### config.mk
export PLATFORM = sky130hd
export DESIGN_NAME = dtc_top
export DESIGN_NICKNAME = d
export VERILOG_FILES = /design/src/dtc_pkg.sv /design/src/dtc_prescale.sv /design/src/dtc_pin_sampler.sv /design/src/dtc_top.sv
export SDC_FILE = /design/constraint.sdc
export NUM_CORES = 1
export LEC_CHECK = 0
export ABC_AREA = 0
export BUFFER_PORTS_ARGS = -buffer_cell sky130_fd_sc_hd__buf_4
export CAP_MARGIN = 25
export CORE_MARGIN = 3
export CORE_UTILIZATION = 62
export CTS_BUF_LIST = sky130_fd_sc_hd__clkbuf_8
export CTS_CLUSTER_DIAMETER = 60
export DETAILED_ROUTE_END_ITERATION = 10
export HOLD_SLACK_MARGIN = 0.15
export PLACE_DENSITY = 0.83
export SLEW_MARGIN = 10
export SYNTH_ARGS = -nofsm -noshare
export SYNTH_HDL_FRONTEND = slang
export SYNTH_SLANG_ARGS = --single-unit
### constraint.sdc
create_clock -name clock -period 2.3 [get_ports clock]
set_input_delay 0.46 -clock clock [delete_from_list [all_inputs] [get_ports clock]]
set_output_delay 0.46 -clock clock [all_outputs]
set_load 0.05 [all_outputs]
### src/dtc_pkg.sv
// constants for the dual timer/counter block
package dtc_pkg;
  localparam logic [7:0] RUN_CTRL_ADDR  = 8'h88;  // run/flag register address
  localparam logic [7:0] MODE_CTRL_ADDR = 8'h89;  // mode register address
  localparam logic [7:0] LOW_A_ADDR     = 8'h8a;  // low count byte, timer a
  localparam logic [7:0] LOW_B_ADDR     = 8'h8b;  // low count byte, timer b
  localparam logic [7:0] HIGH_A_ADDR    = 8'h8c;  // high count byte, timer a
  localparam logic [7:0] HIGH_B_ADDR    = 8'h8d;  // high count byte, timer b
  localparam logic [7:0] RUN_CTRL_RST   = 8'h00;  // run register reset value
  localparam logic [7:0] MODE_CTRL_RST  = 8'h00;  // mode register reset value
  localparam logic [7:0] COUNT_RST      = 8'h00;  // count byte reset value
  // run register bit positions
  localparam int OVF_B_BIT = 7;
  localparam int RUN_B_BIT = 6;
  localparam int OVF_A_BIT = 5;
  localparam int RUN_A_BIT = 4;
  // mode register field positions, timer a at 0, timer b at 4
  localparam int MODE_B_BASE = 4;
  localparam int MODE_A_BASE = 0;
  localparam int QUAL_OFS    = 3;
  localparam int SRC_OFS     = 2;
  localparam int MSEL_OFS    = 0;
  // cycle counts
  localparam int MACHINE_CYCLE_CLKS = 12;  // processor clocks per machine cycle
  localparam int EDGE_DETECT_MCYC   = 2;   // machine cycles to see a falling edge
  localparam logic [3:0] PRESCALE_LAST = 4'(MACHINE_CYCLE_CLKS - 1);
  // count modes
  typedef enum logic [1:0] {
    DTC_MODE_13 = 2'b00,
    DTC_MODE_16 = 2'b01,
    DTC_MODE_RELOAD = 2'b10,
    DTC_MODE_SPECIAL = 2'b11
  } dtc_mode_t;
endpackage : dtc_pkg

### src/dtc_prescale.sv
// machine cycle tick generator
`timescale 1ns/100ps
module dtc_prescale (
  input  wire logic clock,
  input  wire logic rst_n,
  output logic      mcyc_tick
);
  logic [3:0] cnt_q;  // clock count inside machine cycle
  logic [3:0] cnt_d;  // next count

  // wrap after twelve clocks
  always_comb begin
    cnt_d = (cnt_q == dtc_pkg::PRESCALE_LAST) ? 4'h0 : 4'(cnt_q + 4'h1);
  end

  // register the count
  always_ff @(posedge clock) begin
    if (!rst_n) begin
      cnt_q <= 4'h0;
    end else begin
      cnt_q <= cnt_d;
    end
  end

  // one pulse per machine cycle
  assign mcyc_tick = (cnt_q == dtc_pkg::PRESCALE_LAST);
endmodule : dtc_prescale

### src/dtc_pin_sampler.sv
// count pin synchroniser and falling edge detector
`timescale 1ns/100ps
module dtc_pin_sampler (
  input  wire logic clock,
  input  wire logic rst_n,
  input  wire logic pin_raw,
  input  wire logic mcyc_tick,
  output logic      pin_level,
  output logic      fall_seen
);
  logic meta_q;    // first synchroniser stage
  logic sync_q;    // second synchroniser stage
  logic samp_q;    // sample taken at machine cycle
  logic prev_q;    // sample from previous machine cycle
  logic samp_d;
  logic prev_d;

  // sample once per machine cycle; compare two samples
  always_comb begin
    samp_d = mcyc_tick ? sync_q : samp_q;
    prev_d = mcyc_tick ? samp_q : prev_q;
  end

  // registers; idle high so a low pin at reset gives one edge
  always_ff @(posedge clock) begin
    if (!rst_n) begin
      meta_q <= 1'b1;
      sync_q <= 1'b1;
      samp_q <= 1'b1;
      prev_q <= 1'b1;
    end else begin
      meta_q <= pin_raw;
      sync_q <= meta_q;
      samp_q <= samp_d;
      prev_q <= prev_d;
    end
  end

  assign pin_level = sync_q;
  // two sample compare
  assign fall_seen = mcyc_tick && prev_q && !samp_q;
endmodule : dtc_pin_sampler

### src/dtc_top.sv
// dual 16-bit timer/counter with register port
`timescale 1ns/100ps
// How it works
// timer mode counts once per twelve clocks
// counter mode counts count pin falling edges
// edge seen over two machine cycle samples
// pin levels held one machine cycle minimum
// two mode bits select four counting modes
// source bit picks pin edges or cycles
// count needs run and pin qualify pass
// 13-bit mode uses high byte, low five
// wrap to zero sets overflow flag
// setting run keeps current count value
// 16-bit mode uses all sixteen bits
// reload mode reloads low from high byte
// timer b special mode holds its count
// timer a special splits into two bytes
// timer b runs unless in special mode
// flags set by hardware, cleared by software
// run bits start and stop timers
// low nibble holds interrupt edge, type bits
// mode 0x89, run 0x88, reset zero
// count bytes writable, write beats increment
module dtc_top (
  input  wire logic       clock,
  input  wire logic       rst_n,
  input  wire logic [7:0] reg_addr,
  input  wire logic [7:0] reg_wdata,
  input  wire logic       reg_wr,
  input  wire logic       reg_rd,
  output logic      [7:0] reg_rdata,
  input  wire logic       count_pin_a,
  input  wire logic       count_pin_b,
  input  wire logic       ext_irq_edge_set_a,
  input  wire logic       ext_irq_edge_set_b,
  input  wire logic       irq_ack_a,
  input  wire logic       irq_ack_b,
  input  wire logic       irq_ack_ext_a,
  input  wire logic       irq_ack_ext_b,
  output logic            overflow_flag_a,
  output logic            overflow_flag_b,
  output logic            ext_irq_edge_flag_a,
  output logic            ext_irq_edge_flag_b,
  output logic            ext_irq_type_a,
  output logic            ext_irq_type_b
);
  logic       mcyc_tick;        // one clock per machine cycle
  logic       pin_a_lvl;        // synchronised pin a
  logic       pin_b_lvl;        // synchronised pin b
  logic       fall_a;           // falling edge on pin a
  logic       fall_b;           // falling edge on pin b
  logic [7:0] run_q;            // run/flag register
  logic [7:0] run_d;
  logic [7:0] mode_q;           // mode register
  logic [7:0] mode_d;
  logic [7:0] low_a_q;          // count bytes
  logic [7:0] low_a_d;
  logic [7:0] high_a_q;
  logic [7:0] high_a_d;
  logic [7:0] low_b_q;
  logic [7:0] low_b_d;
  logic [7:0] high_b_q;
  logic [7:0] high_b_d;
  logic [7:0] rdata_q;          // registered read data
  logic [7:0] rdata_d;
  logic       inc_a;            // timer a low part increments
  logic       inc_b;            // timer b increments
  logic       inc_ah;           // timer a high byte in split mode
  logic       ovf_a;            // overflow events
  logic       ovf_b;
  logic       ovf_ah;
  dtc_pkg::dtc_mode_t mode_a;   // decoded modes
  dtc_pkg::dtc_mode_t mode_b;

  // machine cycle prescaler
  dtc_prescale u_prescale (
    .clock     (clock),
    .rst_n     (rst_n),
    .mcyc_tick (mcyc_tick)
  );

  // count pin samplers
  dtc_pin_sampler u_pin_a (
    .clock     (clock),
    .rst_n     (rst_n),
    .pin_raw   (count_pin_a),
    .mcyc_tick (mcyc_tick),
    .pin_level (pin_a_lvl),
    .fall_seen (fall_a)
  );

  dtc_pin_sampler u_pin_b (
    .clock     (clock),
    .rst_n     (rst_n),
    .pin_raw   (count_pin_b),
    .mcyc_tick (mcyc_tick),
    .pin_level (pin_b_lvl),
    .fall_seen (fall_b)
  );

  // count enable for one timer from its mode nibble
  function automatic logic count_step(input logic [3:0] nib, input logic run,
                                      input logic lvl, input logic fall, input logic tick);
    logic gate_ok;
    // run and pin qualify
    gate_ok = run && (!nib[dtc_pkg::QUAL_OFS] || lvl);
    // pick source; R01 ticks, R02 edges
    count_step = gate_ok && (nib[dtc_pkg::SRC_OFS] ? fall : tick);
  endfunction : count_step

  // advance one timer by its mode
  function automatic logic [16:0] advance(input dtc_pkg::dtc_mode_t m,
                                          input logic [7:0] lo, input logic [7:0] hi);
    logic [13:0] v13;
    logic [16:0] v16;
    logic [8:0]  v8;
    v13 = 14'h0000;
    v16 = 17'h00000;
    v8  = 9'h000;
    case (m)
      dtc_pkg::DTC_MODE_13: begin
        // low five bits under high byte
        v13 = {1'b0, hi, lo[4:0]} + 14'h0001;
        advance = {v13[13], v13[12:5], lo[7:5], v13[4:0]};
      end
      dtc_pkg::DTC_MODE_16: begin
        // full sixteen bits
        v16 = {1'b0, hi, lo} + 17'h00001;
        advance = v16;
      end
      dtc_pkg::DTC_MODE_RELOAD: begin
        // low byte reloads from high
        v8 = {1'b0, lo} + 9'h001;
        advance = {v8[8], hi, v8[8] ? hi : v8[7:0]};
      end
      default: begin
        // split mode low byte: 8-bit, no reload
        v8 = {1'b0, lo} + 9'h001;
        advance = {v8[8], hi, v8[7:0]};
      end
    endcase
  endfunction : advance

  // mode field decode
  assign mode_a = dtc_pkg::dtc_mode_t'(mode_q[dtc_pkg::MODE_A_BASE +: 2]);
  assign mode_b = dtc_pkg::dtc_mode_t'(mode_q[dtc_pkg::MODE_B_BASE +: 2]);

  // increment conditions per timer
  always_comb begin
    inc_a  = count_step(mode_q[dtc_pkg::MODE_A_BASE +: 4], run_q[dtc_pkg::RUN_A_BIT],
                        pin_a_lvl, fall_a, mcyc_tick);
    // special mode freezes timer b; R15 else runs
    inc_b  = (mode_b != dtc_pkg::DTC_MODE_SPECIAL) &&
             count_step(mode_q[dtc_pkg::MODE_B_BASE +: 4], run_q[dtc_pkg::RUN_B_BIT],
                        pin_b_lvl, fall_b, mcyc_tick);
    // split high byte on cycles, run b
    inc_ah = (mode_a == dtc_pkg::DTC_MODE_SPECIAL) && run_q[dtc_pkg::RUN_B_BIT] && mcyc_tick;
  end

  // count bytes next state; software writes win
  always_comb begin
    logic [16:0] nxt_a;
    logic [16:0] nxt_b;
    logic [8:0]  nxt_ah;
    nxt_a    = advance(mode_a, low_a_q, high_a_q);
    nxt_b    = advance(mode_b, low_b_q, high_b_q);
    nxt_ah   = {1'b0, high_a_q} + 9'h001;
    low_a_d  = low_a_q;
    high_a_d = high_a_q;
    low_b_d  = low_b_q;
    high_b_d = high_b_q;
    ovf_a    = 1'b0;
    ovf_b    = 1'b0;
    ovf_ah   = 1'b0;
    // counts only change by increment or write
    if (inc_a) begin
      low_a_d = nxt_a[7:0];
      // split mode keeps high byte for its own counter
      if (mode_a != dtc_pkg::DTC_MODE_SPECIAL) begin
        high_a_d = nxt_a[15:8];
      end
      // wrap raises overflow
      ovf_a = nxt_a[16];
    end
    if (inc_ah) begin
      high_a_d = nxt_ah[7:0];
      ovf_ah   = nxt_ah[8];
    end
    if (inc_b) begin
      low_b_d  = nxt_b[7:0];
      high_b_d = nxt_b[15:8];
      ovf_b    = nxt_b[16];
    end
    // write overrides increment
    if (reg_wr) begin
      case (reg_addr)
        dtc_pkg::LOW_A_ADDR:  low_a_d  = reg_wdata;
        dtc_pkg::HIGH_A_ADDR: high_a_d = reg_wdata;
        dtc_pkg::LOW_B_ADDR:  low_b_d  = reg_wdata;
        dtc_pkg::HIGH_B_ADDR: high_b_d = reg_wdata;
        default: ;
      endcase
    end
  end

  // control registers next state
  always_comb begin
    logic set_b;
    run_d  = run_q;
    mode_d = mode_q;
    // split high byte takes flag b
    set_b  = (mode_a == dtc_pkg::DTC_MODE_SPECIAL) ? ovf_ah : ovf_b;
    if (reg_wr && reg_addr == dtc_pkg::MODE_CTRL_ADDR) begin
      mode_d = reg_wdata;
    end
    // run bits are plain software bits
    if (reg_wr && reg_addr == dtc_pkg::RUN_CTRL_ADDR) begin
      run_d = reg_wdata;
    end
    // service clears flags
    if (irq_ack_a) begin
      run_d[dtc_pkg::OVF_A_BIT] = 1'b0;
    end
    if (irq_ack_b) begin
      run_d[dtc_pkg::OVF_B_BIT] = 1'b0;
    end
    // edge flags in the low nibble
    if (irq_ack_ext_a) begin
      run_d[1] = 1'b0;
    end
    if (irq_ack_ext_b) begin
      run_d[3] = 1'b0;
    end
    if (ext_irq_edge_set_a) begin
      run_d[1] = 1'b1;
    end
    if (ext_irq_edge_set_b) begin
      run_d[3] = 1'b1;
    end
    // hardware set beats any clear
    if (ovf_a) begin
      run_d[dtc_pkg::OVF_A_BIT] = 1'b1;
    end
    if (set_b) begin
      run_d[dtc_pkg::OVF_B_BIT] = 1'b1;
    end
  end

  // read mux, data in following cycle
  always_comb begin
    rdata_d = 8'h00;
    if (reg_rd) begin
      case (reg_addr)
        dtc_pkg::RUN_CTRL_ADDR:  rdata_d = run_q;
        dtc_pkg::MODE_CTRL_ADDR: rdata_d = mode_q;
        dtc_pkg::LOW_A_ADDR:     rdata_d = low_a_q;
        dtc_pkg::HIGH_A_ADDR:    rdata_d = high_a_q;
        dtc_pkg::LOW_B_ADDR:     rdata_d = low_b_q;
        dtc_pkg::HIGH_B_ADDR:    rdata_d = high_b_q;
        default:                 rdata_d = 8'h00;  // unmapped reads zero
      endcase
    end
  end

  // all registers reset to zero
  always_ff @(posedge clock) begin
    if (!rst_n) begin
      run_q    <= dtc_pkg::RUN_CTRL_RST;
      mode_q   <= dtc_pkg::MODE_CTRL_RST;
      low_a_q  <= dtc_pkg::COUNT_RST;
      high_a_q <= dtc_pkg::COUNT_RST;
      low_b_q  <= dtc_pkg::COUNT_RST;
      high_b_q <= dtc_pkg::COUNT_RST;
      rdata_q  <= 8'h00;
    end else begin
      run_q    <= run_d;
      mode_q   <= mode_d;
      low_a_q  <= low_a_d;
      high_a_q <= high_a_d;
      low_b_q  <= low_b_d;
      high_b_q <= high_b_d;
      rdata_q  <= rdata_d;
    end
  end

  assign reg_rdata           = rdata_q;
  assign overflow_flag_a     = run_q[dtc_pkg::OVF_A_BIT];
  assign overflow_flag_b     = run_q[dtc_pkg::OVF_B_BIT];
  assign ext_irq_edge_flag_a = run_q[1];
  assign ext_irq_edge_flag_b = run_q[3];
  assign ext_irq_type_a      = run_q[0];
  assign ext_irq_type_b      = run_q[2];
endmodule : dtc_top

# Word-level counts from Yosys, hierarchy flattened
# Index checks and enable logic that the tools add are counted.
# op_classes
n_addsub	8
mul	0
n_div	0
order_cmp	0
eq_ne	14
n_shift	0
muxes	34
bitwise	1
reduce_logical	27
# ops
op	count
2-to-1 mux 8 bit	17
one-hot mux 17 bit (3 select lines)	2
== test 8 bit (second input constant)	6
one-hot mux 8 bit (6 select lines)	1
adder 16 x 1 -> 17 bit (second input constant)	2
adder 13 x 1 -> 14 bit (second input constant)	2
adder 8 x 1 -> 9 bit (second input constant)	3
2-to-1 mux 1 bit	14
logical AND 1 bit	13
nonzero test 3 bit	4
== test 2 bit (second input constant)	3
adder 4 x 1 -> 4 bit (second input constant)	1
== test 2 x 1 -> 1 bit (second input constant)	2
== test 4 bit (second input constant)	1
zero test 1 bit	4
zero test 2 bit	2
!= test 2 bit (second input constant)	2
logical OR 1 bit	2
AND reduction 2 bit	1
OR reduction 2 bit	1
inverter 1 bit	1
# totals
ff_bits	68
latchBits	0
ramBits	0
rom_bits	0
inputBits	28
memories	0

# Depth between registers and ports, before layout
# logic_depth
depth_word	9
ltp_mapped	8
depth_no_buf	6

# Modules after synthesis
# A second synthesis with hierarchy kept.
# unflattened
hier_cells	578
area_unflattened_um2	4514.3
# modules_own_cells
module	instances	cells_per_inst	area_per_inst_um2	seq_area_each_um2
dtc_top	1	538	4078.9	1121.1
dtc_pin_sampler	2	11	130.1	80.1
dtc_prescale	1	18	175.2	80.1

# Worst setup path after synthesis
# OpenSTA, ideal clock, no wires.
# synth_timing
path_kind	reg-to-reg
start	register u_prescale.cnt_q[0]
end	register high_a_q[4]
arrival_ns	1.930
t_required_ns	2.230
slack_ns	0.300
path_stages_with_launch	7
path_cell_list	dfxtp_1 ha_1 nand4bb_1 a2111oi_4 a21boi_2 mux2_2 a21oi_1
# synth_via
elab_chain_len	9
# synth_rtl
item	line	text
from (decl)	dtc_prescale.sv:8	logic [3:0] cnt_q;
from (signal assigned)	dtc_prescale.sv:21	cnt_q <= cnt_d;
== test 4 bit (*)	dtc_prescale.sv:26	assign mcyc_tick = (cnt_q == dtc_pkg::PRESCALE_LAST);
logical AND 1 bit (2 in series)	dtc_pin_sampler.sv:41	assign fall_seen = mcyc_tick && prev_q && !samp_q;
2-to-1 mux 1 bit	dtc_top.sv:108	count_step = gate_ok && (nib[dtc_pkg::SRC_OFS] ? fall : tick);
logical AND 1 bit	dtc_top.sv:108	
2-to-1 mux 8 bit	dtc_top.sv:176	if (inc_a) begin
2-to-1 mux 8 bit (*)	dtc_top.sv:185	if (inc_ah) begin
2-to-1 mux 8 bit	dtc_top.sv:196	case (reg_addr)
2-to-1 mux 8 bit (*)	dtc_top.sv:195	if (reg_wr) begin
to (signal assigned)	dtc_top.sv:271	high_a_q <= dtc_pkg::COUNT_RST;
to (signal assigned)	dtc_top.sv:279	high_a_q <= high_a_d;
to (decl)	dtc_top.sv:58	logic [7:0] high_a_q;
# Mark *: on every way between the ends. The rest lies on a longest branch, timed or not.
# A chain may end at the register's enable or synchronous reset.

# Final worst setup path
# layout_timing
start	register u_prescale.cnt_q[0]
end	register low_a_q[6]
# layout_via
elab_chain_len	8
# layout_rtl
item	line	text
== test 4 bit (*)	dtc_prescale.sv:26	
logical AND 1 bit (2 in series)	dtc_pin_sampler.sv:41	
2-to-1 mux 1 bit (*)	dtc_top.sv:108	
logical AND 1 bit (*)	dtc_top.sv:108	
2-to-1 mux 8 bit (*)	dtc_top.sv:176	
2-to-1 mux 8 bit	dtc_top.sv:196	
2-to-1 mux 8 bit (*)	dtc_top.sv:195	
to (signal assigned)	dtc_top.sv:270	low_a_q <= dtc_pkg::COUNT_RST;
to (signal assigned)	dtc_top.sv:278	low_a_q <= low_a_d;
to (decl)	dtc_top.sv:56	logic [7:0] low_a_q;
# Marks and branches as above.

==> flow_summary.toml <==
[timing]
rsz0062_at_grt = "false"
fmax_mhz = 465
slew_violations = 0
layout_setup_ws_ns = 0.151
fin_tns_setup_ns = 0
worst_pin_slew_ns = 0.718
fin_crit_ns = 2.15
slew_headroom_pct = 51.6
finalCritPeriodShare_pct = 93.4
hold_viol = 0
setup_viol = 0
finalClockSkew_ns = 0.0103

[clock_network]
holdBufCountCts = 0
cts_made_buffers = 9
htree_levels = 3
clock_sinks = 68
clock_latency_ns = 0.35
clk_path_buf_depth = 2
cts_tree = "built"
ctsRootBufferMaster = "clkbuf_8"
clk_pin_slew_worst_paths_ns = 0.08

[cells_and_area]
area_growth_syn_to_layout_pct = 16.2
nets = 664
fillers = 538
multi_input_area_sq_um = 3000
final_util_pct = 76.6
fin_cells = 733
drive_above_1_share_pct = 19.9
antenna_cells = 0
seqCellArea_sq_um = 1360

[die]
core_area_sq_um = 6980
start_util_pct = 65.9
die_area_sq_um = 8490
die_h_microns = 92.2
io_pins = 42
die_w_microns = 92.2
rows = 30

[logic_synthesis]
synthFlopType = "dfxtp_1"
yosys_warnings = 0
synth-edff-count = 0
synth_top_area_share_pct = 29.6
synth_nets = 623
async_reset_ff_share_pct = 0
postSynthAreaPerCell_sq_um = 7.79
synth_area_leader_cell = "dfxtp_1"
yosys-top-cells-count = "dfxtp_1, nand2_1, nor2_1"
synth_area_leaders = "dfxtp_1, mux2i_1, nand2_1, nand3_1, o21ai_0"
yosys_register_bits = 68
synth.yosys.seq_area_share_pct = 29.6
synthCells = 591
synth_area_sq_um = 4600
yosysMostFrequentCell = "dfxtp_1"
ys_types = 73

[worst_setup_path]
worstReg2RegEnd = "low_a_q[6]"
cp.buffers_inverters = 1
slowest_delay_ns = 0.44
r2r-start = "u_prescale.cnt_q[0]"
critical-path-top-delay-family = "compound AO/OA/AOI/OAI gates"
path_depth = 7
crit_fanout = 9
cp.arrival_ns = 2.38
worstSetupPathType = "register to register"
cp_cell_sequence = "ha_2 -> nand3b_4 -> buf_4 -> a2111o_1 -> o21a_1 -> nor4_1 -> nor2_1"
r2r_slack_ns = 0.15
rr_worst_depth = 7
cp-end-kind = "register"
crit_required_ns = 2.53
crit_slowest_cell = "a2111o_1"
worstSetupStartpointType = "register"

[hold_path]
min_path_type = "input pin to register"
worstHoldStart = "count_pin_a"
hold_path_end = "u_pin_a.meta_q"
min_path_cells = 2

[global_routing]
grtUsageTotal_pct = 37.9
antenna_found_initial = 0
grt-ovfl-total = 0
grt_pass1_vias = 4802
grt_first_pass_wirelength_mm = 25.2
grt_max_degree = 34

[drt]
final_antenna_net_count = 0
firstDrtPassIters = 9
drc = 0
num_vias = 5225
routed_wl_mm = 16.2
avgRoutedWirePerCell_microns = 22.1
drtIter0Drc = 782
via_per_inst = 7.13

[placed_design]
numPlacedInstances = 717
io_buffers = 41
gp_congestion = 1.03
hpwl_mm = 11.4
dp_slack_ns = 0.181

[run]
max_cap_viol_count = 0

[power]
ir_drop_uv = 593
power.density_nw_per_um2 = 482
leakagePower_uw = 0.00197

[outcome]
outcome = "complete, no violations"
## timing repair
item / CTS / global route
endpoints found under the setup margin: 0 / 2
gates resized for setup: 0 / 2
setup buffers: 0 / 0
## worst register-to-register path: stages (launching register included)
cell and delay [ns]:
dfxtp_1 0.36, ha_2 0.27, nand3b_4 0.12, buf_4 0.20, a2111o_1 0.44, o21a_1 0.24
nor4_1 0.30, nor2_1 0.10
## stage by stage
step,hold slack (ns),power [uW],instance area [sq um]
after floorplan,0.386,1370,4600
after global placement,0.396,1470,5120
after detailed placement,0.402,1470,5120
after CTS,0.293,2570,5340
after global routing,0.293,2650,5350
final,0.302,2580,5350
## final cells by class
type | instances | share of cell area, %
clock inverter | 7 | 1.87
clock buffer | 9 | 2.32
inverter | 10 | 0.702
multi-input combinational | 463 | 56.2
tap | 96 | 2.25
timing repair buffer | 80 | 11.2
sequential | 68 | 25.5
## flip-flops by register name (all words and copies together), names as in the netlist
register / count
high_a_q: 8
high_b_q: 8
low_a_q: 8
low_b_q: 8
mode_q: 8
reg_rdata: 8
run_q: 8
u_pin_a.meta_q: 1
u_pin_a.pin_level: 1
u_pin_a.prev_q: 1
u_pin_a.samp_q: 1
u_pin_b.meta_q: 1
u_pin_b.pin_level: 1
u_pin_b.prev_q: 1
u_pin_b.samp_q: 1
u_prescale.cnt_q: 4
## logic make-up after synthesis
group,share of synthesized area (%)
flops,29.6
xor+xnor,0.952
fa+ha+maj,1.09
buf+inv,5.27
mux,9.11
compound gates,24.8
simple gates,29.2
## routing by layer
layer | vias to the layer above | GRT usage (%) | routed length, microns
li1 | 2321 | - | -
met3 | 76 | 11.2 | 2290
met1 | 2399 | 52.1 | 6420
met4 | 0 | 14.5 | 645
met2 | 429 | 55.8 | 6880
met5 | - | 0 | 0
## power by group
group	internal, uW	switching [uW]	total [uW]
Sequential	1200	32.5	1230
Clock	618	500	1120
Combinational	91.9	138	230
Total	1910	671	2580
## cell usage in the layout (no fill, tap or decap), types with 13 or more instances in the layout
master	n
o21ai_0	37
nor2b_1	13
dfxtp_1	68
nand4_1	17
buf_4	80
nor2_1	44
a31oi_1	19
nand2_1	50
mux2_2	15
nor3_1	15
mux2i_1	25
a21oi_1	31
nand3_1	38
## how the worst max path moves through the flow
stage                              startpoint     endpoint  slack [ns]
final                     u_prescale.cnt_q[0]   low_a_q[6]        0.15
after global routing      u_prescale.cnt_q[0]  high_b_q[4]        0.07
after CTS                 u_prescale.cnt_q[0]   low_a_q[6]        0.17
after detailed placement          reg_addr[6]   low_a_q[4]        0.18
after global placement             low_b_q[0]     run_q[7]        0.19
after floorplan           u_prescale.cnt_q[0]  high_a_q[4]        0.30
(Power assumes the default switching activity.)
